### src/core/sbd_pkg.sv
// Purpose: shared constants and carriers of the serial buffer copy engine
// Assumes: classic wishbone, 8-bit register data in a 32-bit word
// Notes: byte addresses are four times the printed register index
package sbd_pkg;

    // -----------------------------------------------------------------
    // register map
    // -----------------------------------------------------------------
    localparam logic [7:0] IDX_CTRL = 8'hDC;
    localparam logic [7:0] IDX_ADDR_LO = 8'hDD;
    localparam logic [7:0] IDX_ADDR_HI = 8'hDE;
    localparam logic [7:0] IDX_COUNT = 8'hDF;
    localparam logic [9:0] ADR_CTRL = {IDX_CTRL, 2'b00};
    localparam logic [9:0] ADR_ADDR_LO = {IDX_ADDR_LO, 2'b00};
    localparam logic [9:0] ADR_ADDR_HI = {IDX_ADDR_HI, 2'b00};
    localparam logic [9:0] ADR_COUNT = {IDX_COUNT, 2'b00};

    // -----------------------------------------------------------------
    // field positions and reset values
    // -----------------------------------------------------------------
    localparam int BIT_RUN = 0;
    localparam int BIT_DIR = 1;
    localparam int BIT_ERR = 2;
    localparam logic [11:0] RST_ADDR = 12'h100;
    localparam logic [4:0] RST_COUNT = 5'h00;
    localparam logic [11:0] RAM_LO = 12'h100;
    localparam logic [11:0] RAM_HI = 12'h8FF;
    localparam logic [4:0] BUF_BYTES = 5'h10;

    // -----------------------------------------------------------------
    // types
    // -----------------------------------------------------------------
    typedef enum logic [1:0]
    {
        ST_IDLE = 2'b00,
        ST_SETUP = 2'b01,
        ST_MOVE = 2'b11
    } sbd_state_type;

    // ram-side request carrier
    typedef struct packed
    {
        logic req;
        logic we;
        logic [11:0] addr;
        logic [7:0] wdata;
    } sbd_ram_req_type;

    // buffer-side request carrier
    typedef struct packed
    {
        logic req;
        logic we;
        logic tx;
        logic sel;
        logic [3:0] idx;
        logic [7:0] wdata;
    } sbd_buf_req_type;

endpackage : sbd_pkg

### src/core/sbd_copy_engine.sv
// Purpose: copy engine between system ram and serial port buffers
// Assumes: one clock, ram and buffers answer combinationally
// Notes: registers on classic wishbone, one word per register
//
// How it works
// - a valid launch clears the copy error flag
// - software writing zero clears the copy error flag
// - base outside 0x100..0x8FF sets the error flag at launch
// - base plus count running past the window sets the error flag
// - a count above sixteen sets the error flag
// - on a range error address and count keep old values
// - error flag with port interrupts enabled raises port interrupt
// - range error pulses the illegal access interrupt unless masked
// - direction one copies ram into the empty transmit buffer
// - direction zero copies older filled receive buffer into ram
// - software sets the run bit, hardware clears it when done
// - the core is stalled while the copy runs
// - a running copy cannot be interrupted
// - address is 12 bits in two bytes, reset 0x100
// - after a copy the address is last location plus one
// - the byte count is kept after completion
// - reserved upper bits read as zero
// - the engine is enabled by the buffer mode configuration bit
// - a copy of N bytes takes N plus one cycles
// - registers are unreachable while the port is disabled
//
// The implementer's own choice: the Wishbone interface to the registers.
`timescale 1ns/1ps
module sbd_copy_engine
(
    // clock and reset
    input wire logic i_ref_clk,
    input wire logic i_rst_n,
    input wire logic i_clk_en,
    // classic wishbone slave
    input wire logic i_wb_cyc,
    input wire logic i_wb_stb,
    input wire logic i_wb_we,
    input wire logic [9:0] i_wb_adr,
    input wire logic [3:0] i_wb_sel,
    input wire logic [31:0] i_wb_dat,
    output logic [31:0] o_wb_dat,
    output logic o_wb_ack,
    // port configuration and status
    input wire logic i_port_enable,
    input wire logic i_buffer_mode,
    input wire logic i_port_irq_enable,
    input wire logic i_illegal_irq_mask,
    input wire logic i_tx_empty_sel,
    input wire logic i_rx_older_sel,
    // system ram
    output sbd_pkg::sbd_ram_req_type o_ram,
    input wire logic [7:0] i_ram_rdata,
    // port buffers
    output sbd_pkg::sbd_buf_req_type o_buf,
    input wire logic [7:0] i_buf_rdata,
    // core and interrupts
    output logic o_core_stall,
    output logic o_port_irq,
    output logic o_illegal_irq
);

    // -----------------------------------------------------------------
    // state
    // -----------------------------------------------------------------
    sbd_pkg::sbd_state_type state_ff;
    logic run_ff;
    logic dir_ff;
    logic err_ff;
    logic [11:0] addr_ff;
    logic [4:0] count_ff;
    logic [4:0] left_ff;
    logic [3:0] idx_ff;
    logic sel_ff;
    logic ack_ff;
    logic [31:0] rdat_ff;
    logic illegal_ff;
    logic bad;
    logic wr_req;
    logic rd_req;
    logic reg_ok;
    logic launch;
    logic engine_on;
    logic quit_early;

    // byte lane zero write from the bus
    function automatic logic lane0_write(input logic [3:0] sel);
        lane0_write = sel[0];
    endfunction : lane0_write

    // final byte of a copy, the engine leaves with it
    function automatic logic last_byte(input logic [4:0] left);
        last_byte = (left == 5'h01);
    endfunction : last_byte

    sbd_range_check u_check
    (
        .i_base(addr_ff),
        .i_count(count_ff),
        .o_bad(bad)
    );

    // -----------------------------------------------------------------
    // bus decode
    // -----------------------------------------------------------------
    // registers gated by port enable
    assign reg_ok = i_port_enable;
    assign wr_req = i_wb_cyc && i_wb_stb && i_wb_we && !ack_ff
        && i_clk_en && reg_ok && lane0_write(i_wb_sel);
    assign rd_req = i_wb_cyc && i_wb_stb && !i_wb_we && !ack_ff && i_clk_en;
    assign engine_on = i_buffer_mode;
    assign launch = (state_ff == sbd_pkg::ST_IDLE) && wr_req
        && (i_wb_adr == sbd_pkg::ADR_CTRL) && i_wb_dat[sbd_pkg::BIT_RUN]
        && engine_on;

    // range error or empty copy ends at the check
    assign quit_early = bad || (count_ff == 5'h00);

    // ack one cycle after a strobe, held low the following cycle
    always_ff @(posedge i_ref_clk or negedge i_rst_n)
    begin
        if (!i_rst_n)
            ack_ff <= 1'b0;
        else if (i_clk_en)
            ack_ff <= i_wb_cyc && i_wb_stb && !ack_ff;
    end

    // read data, unmapped and disabled read as zero
    always_ff @(posedge i_ref_clk or negedge i_rst_n)
    begin
        if (!i_rst_n)
            rdat_ff <= 32'h0000_0000;
        else if (rd_req)
        begin
            rdat_ff <= 32'h0000_0000;
            if (!reg_ok)
                rdat_ff <= 32'h0000_0000;
            else if (i_wb_adr == sbd_pkg::ADR_CTRL)
                rdat_ff[sbd_pkg::BIT_ERR:0] <= {err_ff, dir_ff, run_ff};
            else if (i_wb_adr == sbd_pkg::ADR_ADDR_LO)
                rdat_ff[7:0] <= addr_ff[7:0];
            else if (i_wb_adr == sbd_pkg::ADR_ADDR_HI)
                rdat_ff[3:0] <= addr_ff[11:8];
            else if (i_wb_adr == sbd_pkg::ADR_COUNT)
                rdat_ff[4:0] <= count_ff;
        end
    end

    assign o_wb_ack = ack_ff;
    assign o_wb_dat = rdat_ff;

    // -----------------------------------------------------------------
    // control register
    // -----------------------------------------------------------------
    // run bit, set by launch and cleared by hardware
    always_ff @(posedge i_ref_clk or negedge i_rst_n)
    begin
        if (!i_rst_n)
            run_ff <= 1'b0;
        else if (i_clk_en)
        begin
            if (state_ff == sbd_pkg::ST_SETUP && quit_early)
                run_ff <= 1'b0;
            // last byte also ends the copy
            else if (state_ff == sbd_pkg::ST_MOVE && last_byte(left_ff))
                run_ff <= 1'b0;
            else if (launch)
                run_ff <= 1'b1;
        end
    end

    // direction bit, fixed while copying
    always_ff @(posedge i_ref_clk or negedge i_rst_n)
    begin
        if (!i_rst_n)
            dir_ff <= 1'b0;
        else if (wr_req && i_wb_adr == sbd_pkg::ADR_CTRL
            && state_ff == sbd_pkg::ST_IDLE)
            dir_ff <= i_wb_dat[sbd_pkg::BIT_DIR];
    end

    // error flag, hardware set wins over software clear
    always_ff @(posedge i_ref_clk or negedge i_rst_n)
    begin
        if (!i_rst_n)
            err_ff <= 1'b0;
        else if (i_clk_en)
        begin
            // set on bad range at launch check
            if (state_ff == sbd_pkg::ST_SETUP && bad)
                err_ff <= 1'b1;
            else if (state_ff == sbd_pkg::ST_SETUP)
                err_ff <= 1'b0;
            else if (wr_req && i_wb_adr == sbd_pkg::ADR_CTRL
                && !i_wb_dat[sbd_pkg::BIT_ERR])
                err_ff <= 1'b0;
        end
    end

    // -----------------------------------------------------------------
    // address and count
    // -----------------------------------------------------------------
    // address: software writes when idle, advances during copy
    always_ff @(posedge i_ref_clk or negedge i_rst_n)
    begin
        if (!i_rst_n)
            addr_ff <= sbd_pkg::RST_ADDR;
        else if (i_clk_en)
        begin
            // step to last location plus one
            if (state_ff == sbd_pkg::ST_MOVE && left_ff != 5'h00)
                addr_ff <= addr_ff + 12'h001;
            // split over low and high bytes
            else if (state_ff == sbd_pkg::ST_IDLE && wr_req
                && i_wb_adr == sbd_pkg::ADR_ADDR_LO)
                addr_ff[7:0] <= i_wb_dat[7:0];
            else if (state_ff == sbd_pkg::ST_IDLE && wr_req
                && i_wb_adr == sbd_pkg::ADR_ADDR_HI)
                addr_ff[11:8] <= i_wb_dat[3:0];
        end
    end

    // count kept through completion; kept on error
    always_ff @(posedge i_ref_clk or negedge i_rst_n)
    begin
        if (!i_rst_n)
            count_ff <= sbd_pkg::RST_COUNT;
        else if (state_ff == sbd_pkg::ST_IDLE && wr_req
            && i_wb_adr == sbd_pkg::ADR_COUNT)
            count_ff <= i_wb_dat[4:0];
    end

    // -----------------------------------------------------------------
    // sequencer
    // -----------------------------------------------------------------
    // one check cycle plus N move cycles
    always_ff @(posedge i_ref_clk or negedge i_rst_n)
    begin
        if (!i_rst_n)
            state_ff <= sbd_pkg::ST_IDLE;
        else if (i_clk_en)
        begin
            case (state_ff)
                sbd_pkg::ST_IDLE:
                    if (launch)
                        state_ff <= sbd_pkg::ST_SETUP;
                // error skips the transfer
                // zero count moves nothing and frees the core
                sbd_pkg::ST_SETUP:
                    if (quit_early)
                        state_ff <= sbd_pkg::ST_IDLE;
                    else
                        state_ff <= sbd_pkg::ST_MOVE;
                // leave with the last byte, no spare cycle
                sbd_pkg::ST_MOVE:
                    if (last_byte(left_ff))
                        state_ff <= sbd_pkg::ST_IDLE;
                default:
                    state_ff <= sbd_pkg::ST_IDLE;
            endcase
        end
    end

    // bytes left, buffer index and buffer choice
    always_ff @(posedge i_ref_clk or negedge i_rst_n)
    begin
        if (!i_rst_n)
        begin
            left_ff <= 5'h00;
            idx_ff <= 4'h0;
            sel_ff <= 1'b0;
        end
        else if (i_clk_en)
        begin
            if (state_ff == sbd_pkg::ST_SETUP)
            begin
                left_ff <= count_ff;
                idx_ff <= 4'h0;
                // empty tx buffer, older rx buffer
                sel_ff <= dir_ff ? i_tx_empty_sel : i_rx_older_sel;
            end
            else if (state_ff == sbd_pkg::ST_MOVE && left_ff != 5'h00)
            begin
                left_ff <= left_ff - 5'h01;
                idx_ff <= idx_ff + 4'h1;
            end
        end
    end

    // -----------------------------------------------------------------
    // data movement
    // -----------------------------------------------------------------
    logic moving;
    assign moving = (state_ff == sbd_pkg::ST_MOVE) && (left_ff != 5'h00)
        && i_clk_en;

    // one byte per cycle each way
    always_comb
    begin
        o_ram.req = moving;
        o_ram.we = !dir_ff;
        o_ram.addr = addr_ff;
        o_ram.wdata = i_buf_rdata;
        o_buf.req = moving;
        o_buf.we = dir_ff;
        o_buf.tx = dir_ff;
        o_buf.sel = sel_ff;
        o_buf.idx = idx_ff;
        o_buf.wdata = i_ram_rdata;
    end

    // -----------------------------------------------------------------
    // core stall and interrupts
    // -----------------------------------------------------------------
    // core held from launch until done
    assign o_core_stall = (state_ff != sbd_pkg::ST_IDLE);

    assign o_port_irq = err_ff && i_port_irq_enable;

    // illegal access pulse on detected error
    always_ff @(posedge i_ref_clk or negedge i_rst_n)
    begin
        if (!i_rst_n)
            illegal_ff <= 1'b0;
        else if (i_clk_en)
            illegal_ff <= (state_ff == sbd_pkg::ST_SETUP) && bad
                && !i_illegal_irq_mask;
    end

    assign o_illegal_irq = illegal_ff;

endmodule : sbd_copy_engine

### src/core/sbd_range_check.sv
// Purpose: launch-time range check of base address and byte count
// Assumes: purely combinational
// Notes: count of zero checks only the base
`timescale 1ns/1ps
module sbd_range_check
(
    // programmed values
    input wire logic [11:0] i_base,
    input wire logic [4:0] i_count,
    // verdict
    output logic o_bad
);

    // -----------------------------------------------------------------
    // check
    // -----------------------------------------------------------------
    logic [12:0] last_addr;

    // last location touched by the copy
    assign last_addr = {1'b0, i_base} + {8'h00, i_count}
        - ((i_count == 5'h00) ? 13'h0000 : 13'h0001);

    // base window check, end check, size check
    assign o_bad = (i_base < sbd_pkg::RAM_LO)
        || (i_base > sbd_pkg::RAM_HI)
        || (last_addr > {1'b0, sbd_pkg::RAM_HI})
        || (i_count > sbd_pkg::BUF_BYTES);

endmodule : sbd_range_check

### config.mk
export PLATFORM = sky130hd
export DESIGN_NAME = sbd_copy_engine
export DESIGN_NICKNAME = d
export VERILOG_FILES = /design/src/core/sbd_pkg.sv /design/src/core/sbd_copy_engine.sv /design/src/core/sbd_range_check.sv
export SDC_FILE = /design/constraint.sdc
export NUM_CORES = 1
export LEC_CHECK = 0
export BUFFER_PORTS_ARGS = -buffer_cell sky130_fd_sc_hd__buf_2
export CAP_MARGIN = 20
export CORE_AREA = 2 2 88 90
export CTS_CLUSTER_DIAMETER = 120
export DETAILED_ROUTE_END_ITERATION = 10
export DIE_AREA = 0 0 90 92
export GPL_TIMING_DRIVEN = 0
export PLACE_DENSITY_LB_ADDON = 0.3
export SETUP_SLACK_MARGIN = 0.3
export SLEW_MARGIN = 10
export SYNTH_ARGS = -nofsm -noshare
export SYNTH_HDL_FRONTEND = slang
export SYNTH_SLANG_ARGS = --single-unit
export TNS_END_PERCENT = 30
### constraint.sdc
create_clock -name i_ref_clk -period 3.35 [get_ports i_ref_clk]
set_input_delay 0.1675 -clock i_ref_clk [delete_from_list [all_inputs] [get_ports i_ref_clk]]
set_output_delay 0.1675 -clock i_ref_clk [all_outputs]
set_load 0.02 [all_outputs]
Yosys cells after proc, flatten, opt, wreduce, memory -nomap -nowiden
Index checks and enable logic that the tools add are counted.

word-level totals
  register bits = 42
  output and inout bits = 74
  word-level logic and storage cells = 112

cells by class
  $add $sub $neg = 5
  order comparisons = 4
  equality and inequality tests = 10
  multiplexer cells = 28
  reductions and logical operators = 52

operators with widths
  operator                 count
  $eq A10 B10 Y1 const B   4
  $logic_and A1 B1 Y1      27
  $mux W5                  5
  $mux W4                  5
  $mux W8                  2
  $add A12 B5 Y13          1
  $gt A13 B12 Y1 const B   1
  $sub A13 B13 Y13         1
  $add A12 B1 Y12 const B  1
  $gt A12 B12 Y1 const B   1
  $lt A12 B9 Y1 const B    1
  $mux W12                 1
  $reduce_and A2 Y1        5
  $mux W1                  9
  $reduce_bool A2 Y1       4
  $mux W2                  3
  $mux W3                  2
  $pmux W2 S3              1
  $reduce_and A3 Y1        2
  $reduce_bool A3 Y1       2
  $eq A5 B1 Y1 const B     1
  $gt A5 B5 Y1 const B     1
  $logic_not A1 Y1         5
  $logic_not A5 Y1         1
  9 further kinds          13

Logic depth before layout (Yosys ltp)
  depth after elaboration = 13
  depth in mapped cells = 15
  gate-level depth less buffers = 15

Cells and area by module
Synthesis repeated with hierarchy kept, for this count alone.

second synthesis, totals
  cell total of the unflattened synthesis = 407
  area total of the unflattened synthesis = 3520.9 µm²

modules (own cells, without submodules)
  module           instances  cells an instance  area an instance (µm²)  sequential area each (µm²)
  sbd_copy_engine  1          308                2780.2                  1052.3
  sbd_range_check  1          99                 740.7                   0.0

Worst setup path after synthesis
No wires, ideal clock.

  path kind = register to register
  from = register count_ff[0]
  to = register err_ff
  library setup time = 119 ps
  arrival time = 2773 ps
  data required time = 3231 ps
  path slack = 459 ps
  cell stages (with the launch flop) = 16
  clock period less this slack = 2891 ps
  cell sequence = dfrtp_1 > inv_1 > nand4_1 > nor2_1 > inv_1 > ha_1 > inv_1 > ha_1 > fa_1 > nand3_1 > nand2_1 > a311oi_2 > xnor2_1 > a211oi_4 > o21ai_2 > a21o_2

between the ends
  longest elaborated chain between the ends = 9
  elaborated cells between the ends (all ways) = 12
  classes of those cells = add/sub (2); order compare (2); mux (2); reduce/logical (6)

RTL lines
  what                                                     RTL line                text
  start: declaration                                       sbd_copy_engine.sv:71   logic [4:0] count_ff;
  start signal: assignment                                 sbd_copy_engine.sv:227  count_ff <= sbd_pkg::RST_COUNT;
  start signal: assignment                                 sbd_copy_engine.sv:230  count_ff <= i_wb_dat[4:0];
  branches (longest 5 deep; another with $add A12 B5 Y13)  n/a
  $logic_or A1 B1 Y1 *                                     sbd_range_check.sv:27   || (i_count > sbd_pkg::BUF_BYTES);
  $logic_and A1 B1 Y1 *                                    sbd_copy_engine.sv:190  if (state_ff == sbd_pkg::ST_SETUP && bad)
  $reduce_bool A3 Y1 (no source line)                      n/a
  $reduce_and A2 Y1 (no source line)                       n/a
  end signal: assignment                                   sbd_copy_engine.sv:191  err_ff <= 1'b1;
  end signal: assignment                                   sbd_copy_engine.sv:193  err_ff <= 1'b0;
  end signal: assignment                                   sbd_copy_engine.sv:196  err_ff <= 1'b0;
  end: declaration                                         sbd_copy_engine.sv:69   logic err_ff;

Mark *: on every way between the ends.
A chain may end at the register's enable or synchronous reset.

Worst setup path after layout
  from = register count_ff[3]
  to = register err_ff

The elaborated chain is that of the path after synthesis.

==> flow_metrics.py <==
metrics = {
    "logic_synthesis": {
        "synthCells": 404,
        "synth_top_area_cell": "dfrtp_1",
        "synthTopCellsByCount": "46 x buf_4, 41 x dfrtp_1, 38 x inv_1",
        "synth_area_per_cell_um2": 8.38,
        "synth_warnings": 0,
        "ys_ff_latch": 42,
        "synth_edf_count": 0,
        "synth_ff_type": "dfrtp_1",
        "synthTopCellsByArea": "dfrtp_1 30%, ha_1 11%, buf_4 10%",
        "syn_area_um2": 3390,
        "synth_top_area_frac": 0.303,
        "synth-simple-area-share": 0.182,
        "synthArstFlopShare": 1.00,
        "synth_top_family_by_area": "compound AO/OA/AOI/OAI gates",
        "synth-seq-area-share": 0.311,
        "synth_compound_area_frac": 0.215,
        "synthMuxAreaShare": 0.00591,
        "synthAdderAreaFrac": 0.120,
        "synthXorXnorAreaFrac": 0.0103,
        "synthDistinctLibCells": 63,
        "synth_most_common_cell": "buf_4",
    },
    "die": {
        "core-area_um2": 7450,
        "die-area_um2": 8280,
        "start_util": 0.455,
        "io_pins": 148,
        "die_h_um": 92,
        "die_w_um": 90,
        "rows": 32,
    },
    "place": {
        "gp_congestion": 0.877,
        "placed_cells": 608,
        "io_buffer_count": 79,
        "place_ws_ns": -0.0351,
        "dp_hpwl_um": 6920,
    },
    "finish": {
        "post-route-util": 0.574,
        "insertedDiodeCount": 0,
        "syn2layout_area_growth_pct": 26.2,
        "fin_cells": 626,
        "layout-drive-gt1-share": 0.345,
        "nNetsFinal": 630,
    },
    "route": {
        "first_pass_iters": 5,
        "wl_per_cell_um": 14.4,
        "routed_wl_um": 8990,
        "drc": 0,
        "avgViaCountPerCell": 5.13,
        "dr_total_vias": 3214,
        "ant_nets": 0,
        "drt-initial-drc-count": 258,
    },
    "timing": {
        "fin_crit_ns": 2.92,
        "worst_pin_slew_ns": 0.956,
        "rsz0062_at_grt": "no",
        "fin_ws_ns": 0.427,
        "hold_viol": 0,
        "slew_headroom": 0.362,
        "setup_viol": 0,
        "slew_violations": 0,
        "fmax_mhz": 342,
        "fin_crit_sh": 0.873,
        "clock-skew-final_ns": 0.00277,
    },
    "worst_setup_path": {
        "r2r_start": "count_ff[3]",
        "end_kind": "flip-flop",
        "cp_cell_sequence": "inv_2 -> nand4_1 -> nor2_2 -> inv_2 -> ha_4 -> inv_1 -> ha_4 -> fa_2 -> nand3_2 -> nand2_2 -> a311oi_4 -> buf_4 -> o311ai_2 -> nand3_2 -> o21ai_4 -> a21o_2",
        "rrSetupSlack_ns": 0.43,
        "rr_worst_depth": 16,
        "crit_start": "count_ff[3]",
        "path_max_fanout": 3,
        "reg2reg_to": "err_ff",
        "cp_slowest_stage_delay_ns": 0.41,
        "critPathArrivalTime_ns": 3.11,
        "crit_type": "flip-flop to flip-flop",
        "crit_slowest_cell": "dfrtp_1",
        "crit_required_ns": 3.53,
        "cp-start-kind": "flip-flop",
    },
    "clock_network": {
        "ctsHoldBuffers": 0,
        "cts_tree": "built",
        "clock_latency_ns": 0.29,
        "htreeDepth": 2,
        "cts_made_buffers": 5,
        "cts.clk_slew.worst_paths_ns": 0.08,
        "cts_max_path_buffers": 2,
        "clock-sinks": 42,
        "cts-root-buf": "clkbuf_8",
    },
    "global_routing": {
        "grt_max_degree": 43,
        "grt_overflow_total": 0,
        "grt_pass1_wl_um": 14200,
        "first_global_vias": 2953,
        "grt_usage": 0.212,
        "antenna_found_initial": 0,
    },
    "power_and_ir_drop": {
        "power_density_nw_per_um2": 248,
        "ir_drop_v": 0.000154,
        "leakage_nw": 2.20,
    },
    "outcome": {
        "status": "finished clean",
    },
    "job": {
        "drv_cap": 0,
    },
    "worst_hold_path": {
        "hold_path.class": "input port to asynchronous set/reset pin",
    },
}
==> cell type report <==
| cell class | instances | area [um2] |
|---|---|---|
| fillers | 693 | 3170 |
| multi-input cells | 294 | 1980 |
| flip-flops and latches | 42 | 1050 |
| repair buffers | 90 | 478 |
| plain buffers | 53 | 380 |
| inverters | 38 | 143 |
| well taps | 102 | 128 |
| clock buffers | 6 | 82.6 |
| clock inverters | 1 | 30.0 |
==> what timing repair did <==
item	4_1_cts	5_1_grt
pin swaps	4	8
setup endpoints to repair	5	5
buffers inserted	6	5
resized for setup	7	13
==> flip-flops by register name, summed over array words and instances (netlist names) <==
name	cells
state_ff	2
count_ff	5
o_wb_dat	8
left_ff	5
run_ff	1
o_illegal_irq	1
addr_ff	12
idx_ff	4
dir_ff	1
sel_ff	1
o_wb_ack	1
err_ff	1
==> cell families after synthesis <==
kind of cell	Yosys count
buf+inv	91
fa+ha+maj	32
flops	42
mux	2
xor+xnor	4
compound gates	111
other cells	1
simple gates	121
==> cell usage in the layout (no fill, tap or decap), drive strengths merged, types with 3 or more instances in the layout <==
master    n
nand4     3
ha       31
and3      8
a21o      4
a22o      4
nor3      6
conb     24
buf     139
nor2     30
and2      6
a21oi    26
o21ai    38
clkbuf   10
nand3    12
o22ai     5
nand2    36
o211ai    6
nand4b    4
dfrtp    41
inv      38
o31ai     6
a221oi    3
==> how the worst max path moves through the flow <==
stage / end / slack [ns] / cells after the start
2_1_floorplan: err_ff / 0.46 / 15
6_report: err_ff / 0.43 / 16
3_3_place_gp: err_ff / 0.005 / 15
5_1_grt: err_ff / 0.29 / 16
3_5_place_dp: err_ff / -0.04 / 15
4_1_cts: err_ff / 0.30 / 15
==> power breakdown <==
group / leakage (nW) / internal, mW / switching (mW)
clock: 0.0573 / 0.239 / 0.171
sequential: 0.539 / 0.508 / 0.00114
combinational: 1.60 / 0.0597 / 0.0798
==> metrics by stage <==
stage	setup TNS [ns]	instance area [um2]	hold WS (ns)	power, mW
6_report	0	4270	0.0203	1.06
3_5_place_dp	-0.0669	4000	0.363	0.658
5_1_grt	0	4270	0.0942	1.09
3_3_place_gp	0	4000	0.358	0.656
2_1_floorplan	0	3470	-0.128	0.612
4_1_cts	0	4180	0.0487	1.06
==> critical path: cells and delay by family (launching register included) <==
kind,cells,cell delay [ns]
buf+inv,4,0.37
simple gates,5,0.55
compound gates,4,0.75
fa+ha+maj,3,0.74
flops,1,0.41
==> metal layers <==
metal | track usage | vias to the layer above | wire length [um]
li1 | - | 1584 | -
met1 | 0.261 | 1446 | 3720
met2 | 0.368 | 162 | 4350
met3 | 0.0362 | 22 | 644
met4 | 0.0872 | 0 | 276
met5 | 0 | - | 0
(Power assumes the default switching activity.)
